$ cat config.mk
export PLATFORM = sky130hd
export DESIGN_NAME = asu_top
export DESIGN_NICKNAME = d
export VERILOG_FILES = /design/src/common/asu_pkg.sv /design/src/common/asu_rx_if.sv /design/src/logic/asu_baud.sv /design/src/logic/asu_rx_core.sv /design/src/logic/asu_top.sv
export SDC_FILE = /design/constraint.sdc
export NUM_CORES = 1
export LEC_CHECK = 0
export BUFFER_PORTS_ARGS = -buffer_cell sky130_fd_sc_hd__buf_2
export CORE_UTILIZATION = 35
export CTS_CLUSTER_SIZE = 20
export DETAILED_ROUTE_END_ITERATION = 10
export SYNTH_ARGS = -nofsm -noshare
export SYNTH_HDL_FRONTEND = slang
export SYNTH_SLANG_ARGS = --single-unit
$ cat constraint.sdc
create_clock -name ref_clk -period 3.7 [get_ports ref_clk]
set_clock_uncertainty 0.15 [all_clocks]
set_input_delay 0.37 -clock ref_clk [delete_from_list [all_inputs] [get_ports ref_clk]]
set_output_delay 0.37 -clock ref_clk [all_outputs]
set_load 0.05 [all_outputs]
$ cat src/common/asu_pkg.sv
// Shared constants, register map and helpers for the async serial unit.
package asu_pkg;
  // ---------------------------------------------------------------
  // Register byte offsets on the Wishbone slave
  // ---------------------------------------------------------------
  localparam logic [7:0] ASU_OFS_STATUS = 8'h00;
  localparam logic [7:0] ASU_OFS_DATA = 8'h04;
  localparam logic [7:0] ASU_OFS_CTRL1 = 8'h08;
  localparam logic [7:0] ASU_OFS_CTRL2 = 8'h0c;
  localparam logic [7:0] ASU_OFS_BAUD = 8'h10;
  localparam logic [7:0] ASU_OFS_RXFINE = 8'h14;
  localparam logic [7:0] ASU_OFS_TXFINE = 8'h18;
  // ---------------------------------------------------------------
  // Field positions
  // ---------------------------------------------------------------
  localparam int ASU_B_TIE = 7;
  localparam int ASU_B_TX_DONE_IRQ_ENABLE = 6;
  localparam int ASU_B_RIE = 5;
  localparam int ASU_B_IDLE_IRQ_ENABLE = 4;
  localparam int ASU_B_TE = 3;
  localparam int ASU_B_RE = 2;
  localparam int ASU_B_SBK = 0;
  localparam int ASU_B_R8 = 7;
  localparam int ASU_B_T8 = 6;
  localparam int ASU_B_M = 4;
  localparam int ASU_B_WAKE = 3;
  // ---------------------------------------------------------------
  // Reset values and timing counts
  // ---------------------------------------------------------------
  localparam logic [7:0] ASU_RST_CTRL = 8'h00;
  localparam logic [7:0] ASU_RST_BAUD = 8'h00;
  localparam logic [7:0] ASU_RST_FINE = 8'h00;
  localparam logic ASU_RST_TC = 1'b1;
  localparam logic [3:0] ASU_OVS_LAST = 4'hf;
  localparam logic [3:0] ASU_SMP_FIRST = 4'h7;
  localparam logic [3:0] ASU_SMP_LAST = 4'h9;
  localparam logic [3:0] ASU_FRAME_BITS = 4'ha;
  localparam logic [3:0] ASU_CONV_SHIFT = 4'h1;

  // Coarse prescale code to division factor.
  function automatic logic [3:0] asu_pr_factor(input logic [1:0] code);
    case (code)
      2'b00: asu_pr_factor = 4'h1;
      2'b01: asu_pr_factor = 4'h3;
      2'b10: asu_pr_factor = 4'h4;
      default: asu_pr_factor = 4'hd;
    endcase
  endfunction : asu_pr_factor
endpackage : asu_pkg

$ cat src/common/asu_rx_if.sv
// Received-frame events passed from the receive core to the top.
`timescale 1ns/1ps
`default_nettype none
interface asu_rx_if;
  logic done;
  logic idle;
  logic [8:0] data;
  logic noise;
  logic ferr;
  modport core (output done, output idle, output data, output noise, output ferr);
  modport user (input done, input idle, input data, input noise, input ferr);
endinterface : asu_rx_if
`default_nettype wire

$ cat src/logic/asu_baud.sv
// Oversampling tick generator for one direction, conventional or fine path.
`timescale 1ns/1ps
`default_nettype none
module asu_baud
  import asu_pkg::*;
(
  // Clock and reset
  input wire logic ref_clk,
  input wire logic rst_n,
  // Rate selection
  input wire logic run,
  input wire logic [1:0] prescale,
  input wire logic [2:0] exponent,
  input wire logic [7:0] fine,
  // Sixteen ticks per bit
  output logic tick
);
  logic [11:0] per;
  logic [11:0] cnt_r, cnt_nxt;
  logic tick_nxt;

  // Tick period in clocks: 2*PR*2^n conventional, or the fine value.
  always_comb begin
    if (fine != 8'h00) begin
      per = {4'h0, fine};
    end else begin
      per = {8'h00, asu_pr_factor(prescale)} << ({1'b0, exponent} + ASU_CONV_SHIFT);
    end
    cnt_nxt = 12'h000;
    tick_nxt = 1'b0;
    if (run) begin
      if (cnt_r == per - 12'h001) begin
        tick_nxt = 1'b1;
      end else begin
        cnt_nxt = cnt_r + 12'h001;
      end
    end
  end

  // Registers only.
  always_ff @(posedge ref_clk) begin
    if (!rst_n) begin
      cnt_r <= 12'h000;
      tick <= 1'b0;
    end else begin
      cnt_r <= cnt_nxt;
      tick <= tick_nxt;
    end
  end
endmodule : asu_baud
`default_nettype wire

$ cat src/logic/asu_rx_core.sv
// Receive deserialiser with three-sample voting, framing and idle-line detection.
`timescale 1ns/1ps
`default_nettype none
module asu_rx_core
  import asu_pkg::*;
(
  // Clock and reset
  input wire logic ref_clk,
  input wire logic rst_n,
  // Control
  input wire logic enable,
  input wire logic tick,
  input wire logic rxd,
  input wire logic nine_bit,
  // Frame events
  asu_rx_if.core ev
);
  typedef enum logic [1:0] {RC_IDLE, RC_START, RC_DATA, RC_STOP} asu_rc_e;
  asu_rc_e st_r, st_nxt;
  logic [3:0] sub_r, sub_nxt, bit_r, bit_nxt;
  logic [8:0] sh_r, sh_nxt, data_r, data_nxt;
  logic [1:0] ones_r, ones_nxt;
  logic [7:0] icnt_r, icnt_nxt;
  logic noisy_r, noisy_nxt, iarm_r, iarm_nxt;
  logic done_r, done_nxt, idle_r, idle_nxt, nz_r, nz_nxt, fe_r, fe_nxt;
  logic bitv;

  assign ev.done = done_r;
  assign ev.idle = idle_r;
  assign ev.data = data_r;
  assign ev.noise = nz_r;
  assign ev.ferr = fe_r;

  // Each bit is judged at its last tick from the votes at ticks 7 to 9.
  always_comb begin
    {st_nxt, sub_nxt, bit_nxt, sh_nxt, data_nxt} = {st_r, sub_r, bit_r, sh_r, data_r};
    {ones_nxt, icnt_nxt, noisy_nxt, iarm_nxt} = {ones_r, icnt_r, noisy_r, iarm_r};
    {done_nxt, idle_nxt, nz_nxt, fe_nxt} = {1'b0, 1'b0, nz_r, fe_r};
    bitv = ones_r[1];
    if (!enable) begin
      {st_nxt, icnt_nxt, iarm_nxt} = {RC_IDLE, 8'h00, 1'b1};
    end else if (tick) begin
      if (st_r == RC_IDLE) begin
        icnt_nxt = 8'h00;
        if (!rxd) begin
          {st_nxt, sub_nxt, ones_nxt, noisy_nxt, iarm_nxt} = {RC_START, 4'h1, 2'b00, 1'b0, 1'b1};
        end else if (iarm_r) begin
          // A whole frame of ones is an idle frame, reported once.
          icnt_nxt = icnt_r + 8'h01;
          if (icnt_r == {ASU_FRAME_BITS + {3'b000, nine_bit}, 4'h0} - 8'h01) begin
            {idle_nxt, iarm_nxt} = {1'b1, 1'b0};
          end
        end
      end else begin
        sub_nxt = sub_r + 4'h1;
        if (sub_r >= ASU_SMP_FIRST && sub_r <= ASU_SMP_LAST && rxd) begin
          ones_nxt = ones_r + 2'b01;
        end
        if (sub_r == ASU_OVS_LAST) begin
          ones_nxt = 2'b00;
          noisy_nxt = noisy_r | (ones_r[1] ^ ones_r[0]);
          case (st_r)
            RC_START: begin
              {st_nxt, bit_nxt} = bitv ? {RC_IDLE, 4'h0} : {RC_DATA, 4'h0};
            end
            RC_DATA: begin
              sh_nxt = {bitv, sh_r[8:1]};
              bit_nxt = bit_r + 4'h1;
              if (bit_r == (nine_bit ? 4'h8 : 4'h7)) begin
                st_nxt = RC_STOP;
              end
            end
            default: begin
              // A low stop bit covers both lost sync and a break.
              st_nxt = RC_IDLE;
              data_nxt = nine_bit ? sh_r : {1'b0, sh_r[8:1]};
              {done_nxt, fe_nxt} = {1'b1, ~bitv};
              nz_nxt = noisy_r | (ones_r[1] ^ ones_r[0]);
            end
          endcase
        end
      end
    end
  end

  // Registers only.
  always_ff @(posedge ref_clk) begin
    if (!rst_n) begin
      {st_r, sub_r, bit_r, sh_r, data_r} <= {RC_IDLE, 4'h0, 4'h0, 9'h000, 9'h000};
      {ones_r, icnt_r, noisy_r, iarm_r} <= {2'b00, 8'h00, 1'b0, 1'b1};
      {done_r, idle_r, nz_r, fe_r} <= 4'h0;
    end else begin
      {st_r, sub_r, bit_r, sh_r, data_r} <= {st_nxt, sub_nxt, bit_nxt, sh_nxt, data_nxt};
      {ones_r, icnt_r, noisy_r, iarm_r} <= {ones_nxt, icnt_nxt, noisy_nxt, iarm_nxt};
      {done_r, idle_r, nz_r, fe_r} <= {done_nxt, idle_nxt, nz_nxt, fe_nxt};
    end
  end
endmodule : asu_rx_core
`default_nettype wire

$ cat src/logic/asu_top.sv
// Async serial unit: Wishbone registers, transmitter, receive flags, interrupt.
//
// Function
// - idle frame flagged, interrupts if enabled and unmasked
// - full holding register: overrun set, data kept
// - overrun interrupts only with rx enable, unmasked
// - status read then data read clears overrun
// - noise flag rises with full flag, no interrupt
// - status then data read clears noise, framing
// - missing stop bit or break sets framing flag
// - conventional rate is clock/(32*PR*2^n) per direction
// - coarse prescale is one of 1,3,4,13
// - prescale codes 00,01,10,11 give 1,3,4,13
// - nonzero fine divider selects fine path
// - fine rate is clock/16 divided by 1..255
// - mute blocks receive flags and receive interrupts
// - idle wake-up clears mute, no idle flag
// - address wake-up on set MSB, word received
// - wait mode runs on; interrupts request wake-up
// - halt freezes unit; interrupts do not end halt
// - tx empty, tx done, idle have own enables; rx full and overrun share one
// - all events share one masked interrupt line
// - receiver disable clears all receive flags
// - framing plus overrun sets only overrun
// - idle flag rearmed only by new character
//
// The address map and the Wishbone interface to the registers were decided locally.
`timescale 1ns/1ps
`default_nettype none
module asu_top
  import asu_pkg::*;
(
  // Clock and reset
  input wire logic ref_clk,
  input wire logic rst_n,
  // Wishbone slave
  input wire logic wb_cyc_i,
  input wire logic wb_stb_i,
  input wire logic wb_we_i,
  input wire logic [7:0] wb_adr_i,
  input wire logic [3:0] wb_sel_i,
  input wire logic [31:0] wb_dat_i,
  output logic [31:0] wb_dat_o,
  output logic wb_ack_o,
  // Serial line
  input wire logic rxd_i,
  output logic txd_o,
  output logic txd_oe_o,
  // CPU side
  input wire logic global_irq_mask,
  input wire logic wait_mode_i,
  input wire logic halt_i,
  output logic irq_o,
  output logic wake_req_o
);
  // ---------------------------------------------------------------
  // Bus decode
  // ---------------------------------------------------------------
  logic req, wr, rd, rd_status, rd_data, wr_data, acc_data;
  assign req = wb_cyc_i & wb_stb_i & ~wb_ack_o;
  assign wr = req & wb_we_i & wb_sel_i[0];
  assign rd = req & ~wb_we_i;
  assign rd_status = rd & (wb_adr_i == ASU_OFS_STATUS);
  assign acc_data = req & (wb_adr_i == ASU_OFS_DATA);
  assign rd_data = acc_data & ~wb_we_i;
  assign wr_data = wr & (wb_adr_i == ASU_OFS_DATA);

  logic [7:0] ctrl1_r, ctrl1_nxt, ctrl2_r, ctrl2_nxt, baud_r, baud_nxt;
  logic [7:0] rxfine_r, rxfine_nxt, txfine_r, txfine_nxt;
  logic [31:0] dat_nxt;
  logic seen_r, seen_nxt, ack_nxt;
  logic tx_tick, rx_tick, te, re, m;
  logic mute_r, mute_nxt;
  logic rx_full_flag_r, rx_full_flag_nxt, idle_r, idle_nxt, ovr_r, ovr_nxt;
  logic nf_r, nf_nxt, fe_r, fe_nxt, idle_ok_r, idle_ok_nxt, r8_r, r8_nxt;
  logic [7:0] rdr_r, rdr_nxt;
  logic tdr_full_r, tdr_full_nxt, tc_r, tc_nxt;
  logic [7:0] status;
  assign te = ctrl2_r[ASU_B_TE];
  assign re = ctrl2_r[ASU_B_RE];
  assign m = ctrl1_r[ASU_B_M];
  assign status = {~tdr_full_r, tc_r, rx_full_flag_r, idle_r, ovr_r, nf_r, fe_r, 1'b0};

  // ---------------------------------------------------------------
  // Register file and bus answer
  // ---------------------------------------------------------------
  // Every access is acknowledged one cycle after it is seen; unmapped
  // offsets read zero and ignore writes.
  always_comb begin
    {ctrl1_nxt, ctrl2_nxt, baud_nxt} = {ctrl1_r, ctrl2_r, baud_r};
    {rxfine_nxt, txfine_nxt} = {rxfine_r, txfine_r};
    dat_nxt = wb_dat_o;
    seen_nxt = seen_r;
    ack_nxt = req;
    if (req) begin
      if (wb_adr_i == ASU_OFS_STATUS) begin
        dat_nxt = {24'h000000, status};
        seen_nxt = ~wb_we_i;
      end else if (wb_adr_i == ASU_OFS_DATA) begin
        dat_nxt = {24'h000000, rdr_r};
        seen_nxt = 1'b0;
      end else if (wb_adr_i == ASU_OFS_CTRL1) begin
        dat_nxt = {24'h000000, r8_r, ctrl1_r[6:0]};
        if (wr) ctrl1_nxt = wb_dat_i[7:0];
      end else if (wb_adr_i == ASU_OFS_CTRL2) begin
        dat_nxt = {24'h000000, ctrl2_r[7:2], mute_r, ctrl2_r[0]};
        if (wr) ctrl2_nxt = wb_dat_i[7:0];
      end else if (wb_adr_i == ASU_OFS_BAUD) begin
        dat_nxt = {24'h000000, baud_r};
        if (wr) baud_nxt = wb_dat_i[7:0];
      end else if (wb_adr_i == ASU_OFS_RXFINE) begin
        dat_nxt = {24'h000000, rxfine_r};
        if (wr) rxfine_nxt = wb_dat_i[7:0];
      end else if (wb_adr_i == ASU_OFS_TXFINE) begin
        dat_nxt = {24'h000000, txfine_r};
        if (wr) txfine_nxt = wb_dat_i[7:0];
      end else begin
        dat_nxt = 32'h00000000;
      end
    end
  end

  // Registers only.
  always_ff @(posedge ref_clk) begin
    if (!rst_n) begin
      {ctrl1_r, ctrl2_r, baud_r} <= {ASU_RST_CTRL, ASU_RST_CTRL, ASU_RST_BAUD};
      {rxfine_r, txfine_r} <= {ASU_RST_FINE, ASU_RST_FINE};
      wb_dat_o <= 32'h00000000;
      {seen_r, wb_ack_o} <= 2'b00;
    end else begin
      {ctrl1_r, ctrl2_r, baud_r} <= {ctrl1_nxt, ctrl2_nxt, baud_nxt};
      {rxfine_r, txfine_r} <= {rxfine_nxt, txfine_nxt};
      wb_dat_o <= dat_nxt;
      {seen_r, wb_ack_o} <= {seen_nxt, ack_nxt};
    end
  end

  // ---------------------------------------------------------------
  // Rate generators
  // ---------------------------------------------------------------
  // Halt stops both generators, so no frame advances and every flag holds.
  asu_baud u_tx_baud (
    .ref_clk(ref_clk),
    .rst_n(rst_n),
    .run(te & ~halt_i),
    .prescale(baud_r[7:6]),
    .exponent(baud_r[5:3]),
    .fine(txfine_r),
    .tick(tx_tick)
  );

  asu_baud u_rx_baud (
    .ref_clk(ref_clk),
    .rst_n(rst_n),
    .run(re & ~halt_i),
    .prescale(baud_r[7:6]),
    .exponent(baud_r[2:0]),
    .fine(rxfine_r),
    .tick(rx_tick)
  );

  // ---------------------------------------------------------------
  // Transmitter
  // ---------------------------------------------------------------
  typedef enum logic {TX_IDLE, TX_SEND} asu_tx_e;
  asu_tx_e tst_r, tst_nxt;
  logic [10:0] tsh_r, tsh_nxt;
  logic [3:0] tbits_r, tbits_nxt, tsub_r, tsub_nxt, flen;
  logic [8:0] tdr_r, tdr_nxt;
  logic te_d_r, pre_r, pre_nxt, brk_r, brk_nxt, txd_nxt;
  assign flen = ASU_FRAME_BITS + {3'b000, m};

  // A rising enable queues one idle frame; break frames repeat while
  // requested and are closed by a single high bit.
  always_comb begin
    {tst_nxt, tsh_nxt, tbits_nxt, tsub_nxt} = {tst_r, tsh_r, tbits_r, tsub_r};
    {tdr_nxt, tdr_full_nxt, tc_nxt} = {tdr_r, tdr_full_r, tc_r};
    {pre_nxt, brk_nxt} = {pre_r | (te & ~te_d_r), brk_r};
    if (wr_data) begin
      {tdr_nxt, tdr_full_nxt} = {ctrl1_r[ASU_B_T8], wb_dat_i[7:0], 1'b1};
      if (seen_r) tc_nxt = 1'b0;
    end
    if (!te) begin
      {tst_nxt, tsub_nxt} = {TX_IDLE, 4'h0};
    end else if (tst_r == TX_IDLE && tx_tick) begin
      tsub_nxt = 4'h0;
      if (pre_r) begin
        {tst_nxt, tsh_nxt, tbits_nxt, pre_nxt} = {TX_SEND, 11'h7ff, flen, 1'b0};
      end else if (ctrl2_r[ASU_B_SBK]) begin
        {tst_nxt, tsh_nxt, tbits_nxt, brk_nxt} = {TX_SEND, 11'h000, flen, 1'b1};
      end else if (brk_r) begin
        {tst_nxt, tsh_nxt, tbits_nxt, brk_nxt} = {TX_SEND, 11'h7ff, 4'h1, 1'b0};
      end else if (tdr_full_r) begin
        tst_nxt = TX_SEND;
        tsh_nxt = m ? {1'b1, tdr_r, 1'b0} : {2'b11, tdr_r[7:0], 1'b0};
        {tbits_nxt, tdr_full_nxt} = {flen, wr_data};
      end
    end else if (tx_tick) begin
      tsub_nxt = tsub_r + 4'h1;
      if (tsub_r == ASU_OVS_LAST) begin
        {tsh_nxt, tbits_nxt} = {{1'b1, tsh_r[10:1]}, tbits_r - 4'h1};
        if (tbits_r == 4'h1) begin
          {tst_nxt, tc_nxt} = {TX_IDLE, 1'b1};
        end
      end
    end
    txd_nxt = (te && tst_nxt == TX_SEND) ? tsh_nxt[0] : 1'b1;
  end

  // Registers only.
  always_ff @(posedge ref_clk) begin
    if (!rst_n) begin
      {tst_r, tsh_r, tbits_r, tsub_r} <= {TX_IDLE, 11'h7ff, 4'h0, 4'h0};
      {tdr_r, tdr_full_r, tc_r} <= {9'h000, 1'b0, ASU_RST_TC};
      {te_d_r, pre_r, brk_r, txd_o, txd_oe_o} <= 5'b00010;
    end else begin
      {tst_r, tsh_r, tbits_r, tsub_r} <= {tst_nxt, tsh_nxt, tbits_nxt, tsub_nxt};
      {tdr_r, tdr_full_r, tc_r} <= {tdr_nxt, tdr_full_nxt, tc_nxt};
      {te_d_r, pre_r, brk_r, txd_o, txd_oe_o} <= {te, pre_nxt, brk_nxt, txd_nxt, ctrl2_nxt[ASU_B_TE]};
    end
  end

  // ---------------------------------------------------------------
  // Receiver and its flags
  // ---------------------------------------------------------------
  asu_rx_if rx_ev ();

  asu_rx_core u_rx (
    .ref_clk(ref_clk),
    .rst_n(rst_n),
    .enable(re),
    .tick(rx_tick),
    .rxd(rxd_i),
    .nine_bit(m),
    .ev(rx_ev.core)
  );

  logic rx_msb, take;
  assign rx_msb = m ? rx_ev.data[8] : rx_ev.data[7];

  // Clears by the status-then-data sequence come first, so an event in
  // the same cycle wins over the clear and is never lost.
  always_comb begin
    {rx_full_flag_nxt, idle_nxt, ovr_nxt, nf_nxt, fe_nxt} = {rx_full_flag_r, idle_r, ovr_r, nf_r, fe_r};
    {idle_ok_nxt, rdr_nxt, r8_nxt} = {idle_ok_r, rdr_r, r8_r};
    mute_nxt = mute_r;
    take = 1'b0;
    if (wr && wb_adr_i == ASU_OFS_CTRL2) mute_nxt = wb_dat_i[1];
    if (rd_data && seen_r) begin
      {rx_full_flag_nxt, idle_nxt, ovr_nxt, nf_nxt, fe_nxt} = 5'b00000;
    end
    if (rx_ev.done) begin
      if (!mute_r) begin
        take = 1'b1;
      end else if (ctrl1_r[ASU_B_WAKE] && rx_msb) begin
        {take, mute_nxt} = 2'b10;
      end
    end
    if (take) begin
      if (rx_full_flag_nxt) begin
        ovr_nxt = 1'b1;
      end else begin
        {rdr_nxt, r8_nxt} = {rx_ev.data[7:0], rx_ev.data[8]};
        {rx_full_flag_nxt, idle_ok_nxt} = 2'b11;
        nf_nxt = rx_ev.noise;
        fe_nxt = rx_ev.ferr;
      end
    end
    if (rx_ev.idle) begin
      if (mute_r) begin
        if (!ctrl1_r[ASU_B_WAKE]) mute_nxt = 1'b0;
      end else if (idle_ok_r) begin
        {idle_nxt, idle_ok_nxt} = 2'b10;
      end
    end
    if (!re) begin
      {rx_full_flag_nxt, idle_nxt, ovr_nxt, nf_nxt, fe_nxt} = 5'b00000;
    end
  end

  // Registers only.
  always_ff @(posedge ref_clk) begin
    if (!rst_n) begin
      {rx_full_flag_r, idle_r, ovr_r, nf_r, fe_r} <= 5'b00000;
      {idle_ok_r, rdr_r, r8_r, mute_r} <= {1'b1, 8'h00, 1'b0, 1'b0};
    end else begin
      {rx_full_flag_r, idle_r, ovr_r, nf_r, fe_r} <= {rx_full_flag_nxt, idle_nxt, ovr_nxt, nf_nxt, fe_nxt};
      {idle_ok_r, rdr_r, r8_r, mute_r} <= {idle_ok_nxt, rdr_nxt, r8_nxt, mute_nxt};
    end
  end

  // ---------------------------------------------------------------
  // Interrupt request
  // ---------------------------------------------------------------
  logic irq_nxt, rx_irq;

  // One shared line; receive sources stay quiet while muted, and noise
  // or framing never interrupt on their own.
  always_comb begin
    rx_irq = ~mute_r & ((ctrl2_r[ASU_B_RIE] & (rx_full_flag_r | ovr_r)) | (ctrl2_r[ASU_B_IDLE_IRQ_ENABLE] & idle_r));
    irq_nxt = ~global_irq_mask & (rx_irq
      | (ctrl2_r[ASU_B_TIE] & ~tdr_full_r) | (ctrl2_r[ASU_B_TX_DONE_IRQ_ENABLE] & tc_r));
  end

  // Registers only; wake-up from wait follows the line, halt is never ended.
  always_ff @(posedge ref_clk) begin
    if (!rst_n) begin
      {irq_o, wake_req_o} <= 2'b00;
    end else begin
      irq_o <= irq_nxt;
      wake_req_o <= irq_nxt & wait_mode_i & ~halt_i;
    end
  end
endmodule : asu_top
`default_nettype wire

# ---- After elaboration in Yosys (flattened, before gate mapping)
# Cells that the tools add are included.
# Widths: inputs -> output; s select.
dict set report classes {
  n_eq_ne 20
  mux 115
  n_bitwise 51
  addsub 14
  shift 2
  magnitude_cmp 2
  reduce_logical 45
}
# cell count
set op_table {}
lappend op_table {{$mux 11} 7}
lappend op_table {{$mux 8} 9}
lappend op_table {{$mux 1} 71}
lappend op_table {{$mux 4} 12}
lappend op_table {{$not 1->1} 26}
lappend op_table {{$add 12x1->12 const B} 2}
lappend op_table {{$eq 12x12->1} 2}
lappend op_table {{$eq 8x5->1 const B} 3}
lappend op_table {{$mux 12} 2}
lappend op_table {{$shl 4x4->12} 2}
lappend op_table {{$sub 12x1->12 const B} 2}
lappend op_table {{$reduce_and 5->1} 4}
lappend op_table {{$and 1x1->1} 18}
lappend op_table {{$eq 8x4->1 const B} 2}
lappend op_table {{$mux 2} 8}
lappend op_table {{$reduce_and 4->1} 4}
lappend op_table {{$reduce_bool 8->1} 2}
lappend op_table {{$reduce_and 2->1} 7}
lappend op_table {{$add 4x1->4 const B} 3}
lappend op_table {{$pmux 4 s3} 1}
lappend op_table {{$reduce_and 6->1} 2}
lappend op_table {{$mux 10} 1}
lappend op_table {{$reduce_bool 2->1} 5}
lappend op_table {{$mux 9} 1}
lappend op_table {{34 further kinds} 53}
dict set report word_totals {
  register_bits 196
  elab_cells 298
  inputBits 53
  out_inout_bits 37
}

# ---- Logic depth before layout (Yosys ltp)
dict set report logic_depth {
  depth_word 12
  mapped_depth 16
}

# ---- Modules after synthesis
# From an unflattened synthesis, not the netlist that was laid out.
dict set report hier_totals {
  cells_unflattened 1196
  hier_area_um2 10447.5
}
# module instances cells_each area_each_um2 seq_area_each_um2
set by_module_without_submodules {}
lappend by_module_without_submodules {asu_top 1 565 4964.8 2021.9}
lappend by_module_without_submodules {asu_baud 2 202 1720.4 260.2}
lappend by_module_without_submodules {asu_rx_core 1 227 2042.0 880.8}

# ---- Least setup slack after synthesis
# Ideal clock, no wire load.
dict set report synth_timing {
  path_type {register to register}
  start {register baud_r[3]}
  end {register u_tx_baud.cnt_r[1]}
  setup_ps 115
  path_stages_with_launch 16
  arrival_ps 3386
  required_ps 3435
  slack_ps 49
  synth_period_minus_slack_ps 3651
  n_path_buf 2
  cell_sequence {dfxtp_1 -> ha_1 -> xor2_1 -> buf_2 -> nor4_1 -> a21oi_1 -> ha_1 -> nand2_1 -> or2_2 -> buf_1 -> nor3_1 -> nand3_1 -> a2111oi_2 -> nand3b_1 -> or4_1 -> and3_1}
}
dict set report synth_via {
  elab_chain_len 6
}
# item line
set synth_rtl {}
lappend synth_rtl {{start: declaration} asu_top.sv:68} ;# logic [7:0] ctrl1_r, ctrl1_nxt, ctrl2_r, ctrl2_nxt, baud_r, baud_nxt;
lappend synth_rtl {{start signal: assignment} asu_top.sv:126} ;# {ctrl1_r, ctrl2_r, baud_r} <= {ASU_RST_CTRL, ASU_RST_CTRL, ASU_RST_BAUD};
lappend synth_rtl {{start signal: assignment} asu_top.sv:131} ;# {ctrl1_r, ctrl2_r, baud_r} <= {ctrl1_nxt, ctrl2_nxt, baud_nxt};
lappend synth_rtl {{$add 3x1->4} asu_baud.sv:27} ;# per = {8'h00, asu_pr_factor(prescale)} << ({1'b0, exponent} + ASU_CONV_SHIFT);
lappend synth_rtl {{$shl 4x4->12} asu_baud.sv:27}
lappend synth_rtl {{$mux 12} asu_baud.sv:24} ;# if (fine != 8'h00) begin
lappend synth_rtl {{$sub 12x1->12} asu_baud.sv:32} ;# if (cnt_r == per - 12'h001) begin
lappend synth_rtl {{$eq 12x12->1} asu_baud.sv:32}
lappend synth_rtl {{$reduce_or 3->1 (no line)} --}
lappend synth_rtl {{end signal: assignment} asu_baud.sv:46} ;# cnt_r <= cnt_nxt;
lappend synth_rtl {{end: declaration} asu_baud.sv:19} ;# logic [11:0] cnt_r, cnt_nxt;
# Every way passes these cells.
# A chain may end at the register's enable or synchronous reset.

# ---- Worst setup path after layout
dict set report layout_timing {
  start {register baud_r[0]}
  end {register u_rx_baud.cnt_r[9]}
}
dict set report layout_via {
  elab_chain_len 6
}
# item line
set layout_rtl {}
lappend layout_rtl {{$add 3x1->4} asu_baud.sv:27}
lappend layout_rtl {{$shl 4x4->12} asu_baud.sv:27}
lappend layout_rtl {{$mux 12} asu_baud.sv:24}
lappend layout_rtl {{$sub 12x1->12} asu_baud.sv:32}
lappend layout_rtl {{$eq 12x12->1} asu_baud.sv:32}
lappend layout_rtl {{$reduce_or 3->1 (no line)} --}
lappend layout_rtl {{end signal: assignment} asu_baud.sv:46}
lappend layout_rtl {{end: declaration} asu_baud.sv:19}
# Every way passes these cells.

==> results.md <==
- The flow ran to the end, and the final reports show no timing, DRC or antenna violations.
- The first global-routing pass estimated just over 40 mm of wire.
- The total number of clock tree sinks is 171.
- The number of failing setup endpoints in the final timing report is 0.
- The average instance in the mapped netlist occupies 8.314 sq um.
- The total core area is 27710 sq um.
- The share of synthesized area in the top cell type comes to 34.78%.
- The total routing resource utilization after global routing is 17.44%.
- The CTS clock-pin slew for the worst setup and hold paths is 70 ps.
- The number of antenna diodes in the final layout is 0.
- The detailed router finished its first iteration with 434 violations.
- The path class of the tightest hold or removal check is in -> reg.
- The leading cell type in the layout, fill and taps excluded is dfxtp_1.
- The total of hold buffers inserted after clock tree synthesis is 0.
- The floorplan step set the die width to 169.7 um.
- The largest fanout of any net on the critical path is 6.
- Entering global routing, the biggest net connects 55 pins.
- The total standard cell area after synthesis is 9843 sq um.
- The total count of max-transition violations in the final report was 0.
- The leakage power of the design is slightly above 4 nW.
- The final-report hold violation count is 0.
- The sum of overflow across all layers after global routing is 0.
- The final wirelength is 24.81 mm.
- The total number of placement rows is 61.
- After the last flow step, the layout net total stands at 1299.
- The internal power consumption is 2.892 mW.
- The worst-case IR drop observed on VDD is around 0.21 mV.
- Across all hold checks on the routed design, the worst slack comes to between 20 and 30 ps.
- Clock tree synthesis inserted a total of 17 buffers.
- STA puts the critical path data required time at 3830 ps.
- The clock latency at the later pin of the worst-skew pair is 430 ps.
- The initial antenna violation count is 0.
- The critical path capture point type is a flip-flop.
- The CTS H-tree depth is 4.
- The minimum period implied by the final worst setup slack is around 3500 ps.
- The switching power total is 0.9094 mW.
- The distinct cell type count after synthesis is 81.
- The total of max-cap violations is 0.
- The count of nets left with antenna violations once routing finished came out at 0.
- Setup repair after global routing left no endpoint under its margin.
- The measured slew at the worst slew-check pin is 766.2 ps.
- 90 I/O pins were placed.
- The final critical path takes up between 90 and 100% of the cycle.
- The detailed-route via count is 8469.
- Power spread over the standard cell area amounts to 341.0 nW/um^2.
- The average routed wire per standard cell is 15.33 um.
- Cells with a size suffix above 1 make up roughly an eighth of the layout.
- Dividing the detail-routed via count by the number of cells gives 5.234.
- The vertical extent of the die is 169.7 um.
- The tree is rooted in a clkbuf_16.
- For this run, the top clock speed supported by timing is approximately 0.29 GHz.
- The Yosys step of the flow raised 0 warnings.
- The synthesized instance count is between 1k and 1.5k.
- In this run switching power makes up 23.92% of total power.
- The worst endpoint data arrival time is 3630 ps.
- The sequential power share is 48.6%.
- The critical path class is reg -> reg.
- After legalization and detailed placement, the total HPWL measured 18.16 mm.
- The library cells used most frequently in the layout, excluding fill and tap cells, are 170 x dfxtp_1, 119 x nand2_1, 115 x nor2_1, 75 x mux2i_1, 68 x nor2b_1.
- The die covers roughly 29000 sq um.
- The startpoint type of the worst setup path is a flip-flop.
- The buffer depth of the longest clock path is 2.
- Sequential elements use 34.78% of the synthesized area.
- The setup TNS is 0 ps.
- The flop and latch count out of synthesis is 171.
- The clock network fraction of design power is 46.6%.
- The pre-antenna-repair detailed-routing pass consisted of 5 iterations.
- The number of flops mapped to enable cells by yosys is 0.
- After synthesis, the cell types taking the most area are dfxtp_1 35%, mux2i_1 7.6%, nand2_1 4.5%.
- The most area-hungry cell type in the Yosys netlist is dfxtp_1.
- The leading register cell type out of synthesis is dfxtp_1.
- The combinational power share is 4.8%.
- The area growth from synthesis to layout is 13.27%.
- Port buffering added 38 buffers.
- In this run the tightest slew margin relative to its limit is 48.80%.
- The congestion estimate from routability-driven global placement came to 0.9398.
- The via count of the first global-routing pass came to 7694.
- The TritonCTS clock tree is done.
- For this run, design rule violations remaining after detail routing come to 0.
- The initial utilization of the core area, before any placement, comes to 35.53%.
- The async set-or-reset flop fraction in the synthesized netlist is 0%.
-- final cells by class --
type                            instances  area (sq um)
Sequential cell                       171          3425
Fill cell                            2828         16560
Clock inverter                         11         135.1
Clock buffer                           20         436.7
Tap cell                              378         473.0
Inverter                               18         67.56
Multi-Input combinational cell        927          6002
Timing Repair Buffer                   93         610.6
-- registers in the layout (all words and copies together) (netlist names), 8 cells and up --
signal,count
wb_dat_o,8
txfine_r,8
baud_r,8
u_rx.ev.data,9
u_rx_baud.cnt_r,12
u_rx.icnt_r,8
tsh_r,11
rxfine_r,8
tdr_r,9
u_rx.sh_r,9
u_tx_baud.cnt_r,12
rdr_r,8
-- cells by family (layout without fill, tap and decap cells) --
logic type,count (synthesis),in the layout,share of synthesized area [%]
compound gates,217,217,15.25
flops,171,171,34.78
buf+inv,109,142,5.682
fa+ha+maj,19,19,2.390
other cells,1,24,0.03810
simple gates,522,522,27.66
xor+xnor,67,67,6.114
mux,78,78,8.084
-- metrics by stage --
stage	area [sq um]	setup WS, ps	utilization, %	cells	power [mW]
after floorplan	9930	48.66	-	1207	2.042
after global placement	10490	48.79	37.87	1584	2.072
after detailed placement	10490	12.67	37.87	1584	2.072
after CTS	11060	5.169	39.93	1615	3.838
after global routing	11150	0.7518	40.24	1618	3.930
final	11150	204.6	40.24	1618	3.801
-- path summary, 6_finish.rpt --
path | start | to | slack (ps) | depth (start not counted)
setup / recovery | baud_r[0]$_SDFFE_PN0P_ | u_rx_baud.cnt_r[9]$_SDFF_PP0_ | 200 | 15
hold reg to reg | fe_r$_SDFF_PN0_ | fe_r$_SDFF_PN0_ | 310 | 2
hold / removal | global_irq_mask | irq_o$_SDFF_PN0_ | 30 | 2
setup reg to reg | baud_r[0]$_SDFFE_PN0P_ | u_rx_baud.cnt_r[9]$_SDFF_PP0_ | 200 | 15
-- routing by layer --
metal,global-route usage [%],share of wire (%),vias up
met5,0,0,-
met4,4.975,1.3,0
met3,2.775,4.4,20
met2,28.55,46,184
met1,23.53,48,4036
li1,-,-,4229
-- power by group through the flow --
stage | clock, mW | combinational (mW) | sequential [mW]
2_1_floorplan | 0 | 0.135 | 1.91
3_3_place_gp | 0 | 0.182 | 1.89
3_5_place_dp | 0 | 0.182 | 1.89
4_1_cts | 1.81 | 0.183 | 1.85
5_1_grt | 1.89 | 0.194 | 1.85
6_report | 1.77 | 0.183 | 1.85
-- synth_stat cells, types with 18 or more instances --
cell	count
clkbuf_1	46
o21ai_0	45
nor3_1	29
nor2b_1	68
nor2_1	116
a21oi_1	43
ha_1	18
mux2i_1	75
inv_1	18
and3_1	24
nand3_1	47
dfxtp_1	171
xnor2_1	33
nand2_1	119
nor4_1	19
buf_4	25
a21boi_0	27
xor2_1	32
-- repair_timing --
item                                    4_1_cts  5_1_grt
setup buffers                                 0        2
endpoints found under the setup margin        0       26
gates resized for setup                       0       20
-- critical path: stages, from the launching register on --
cell and delay, ps:
dfxtp_2 320, ha_2 190, or2_4 230, o21a_1 130, nor2_2 140, a21oi_2 80
ha_1 240, xnor2_1 150, a221oi_1 250, o21ai_1 110, a211o_1 290, a2111oi_2 210
nand3_1 180, a2111oi_4 420, buf_4 220, nor4_1 50
Power figures use the tool's default switching activity.
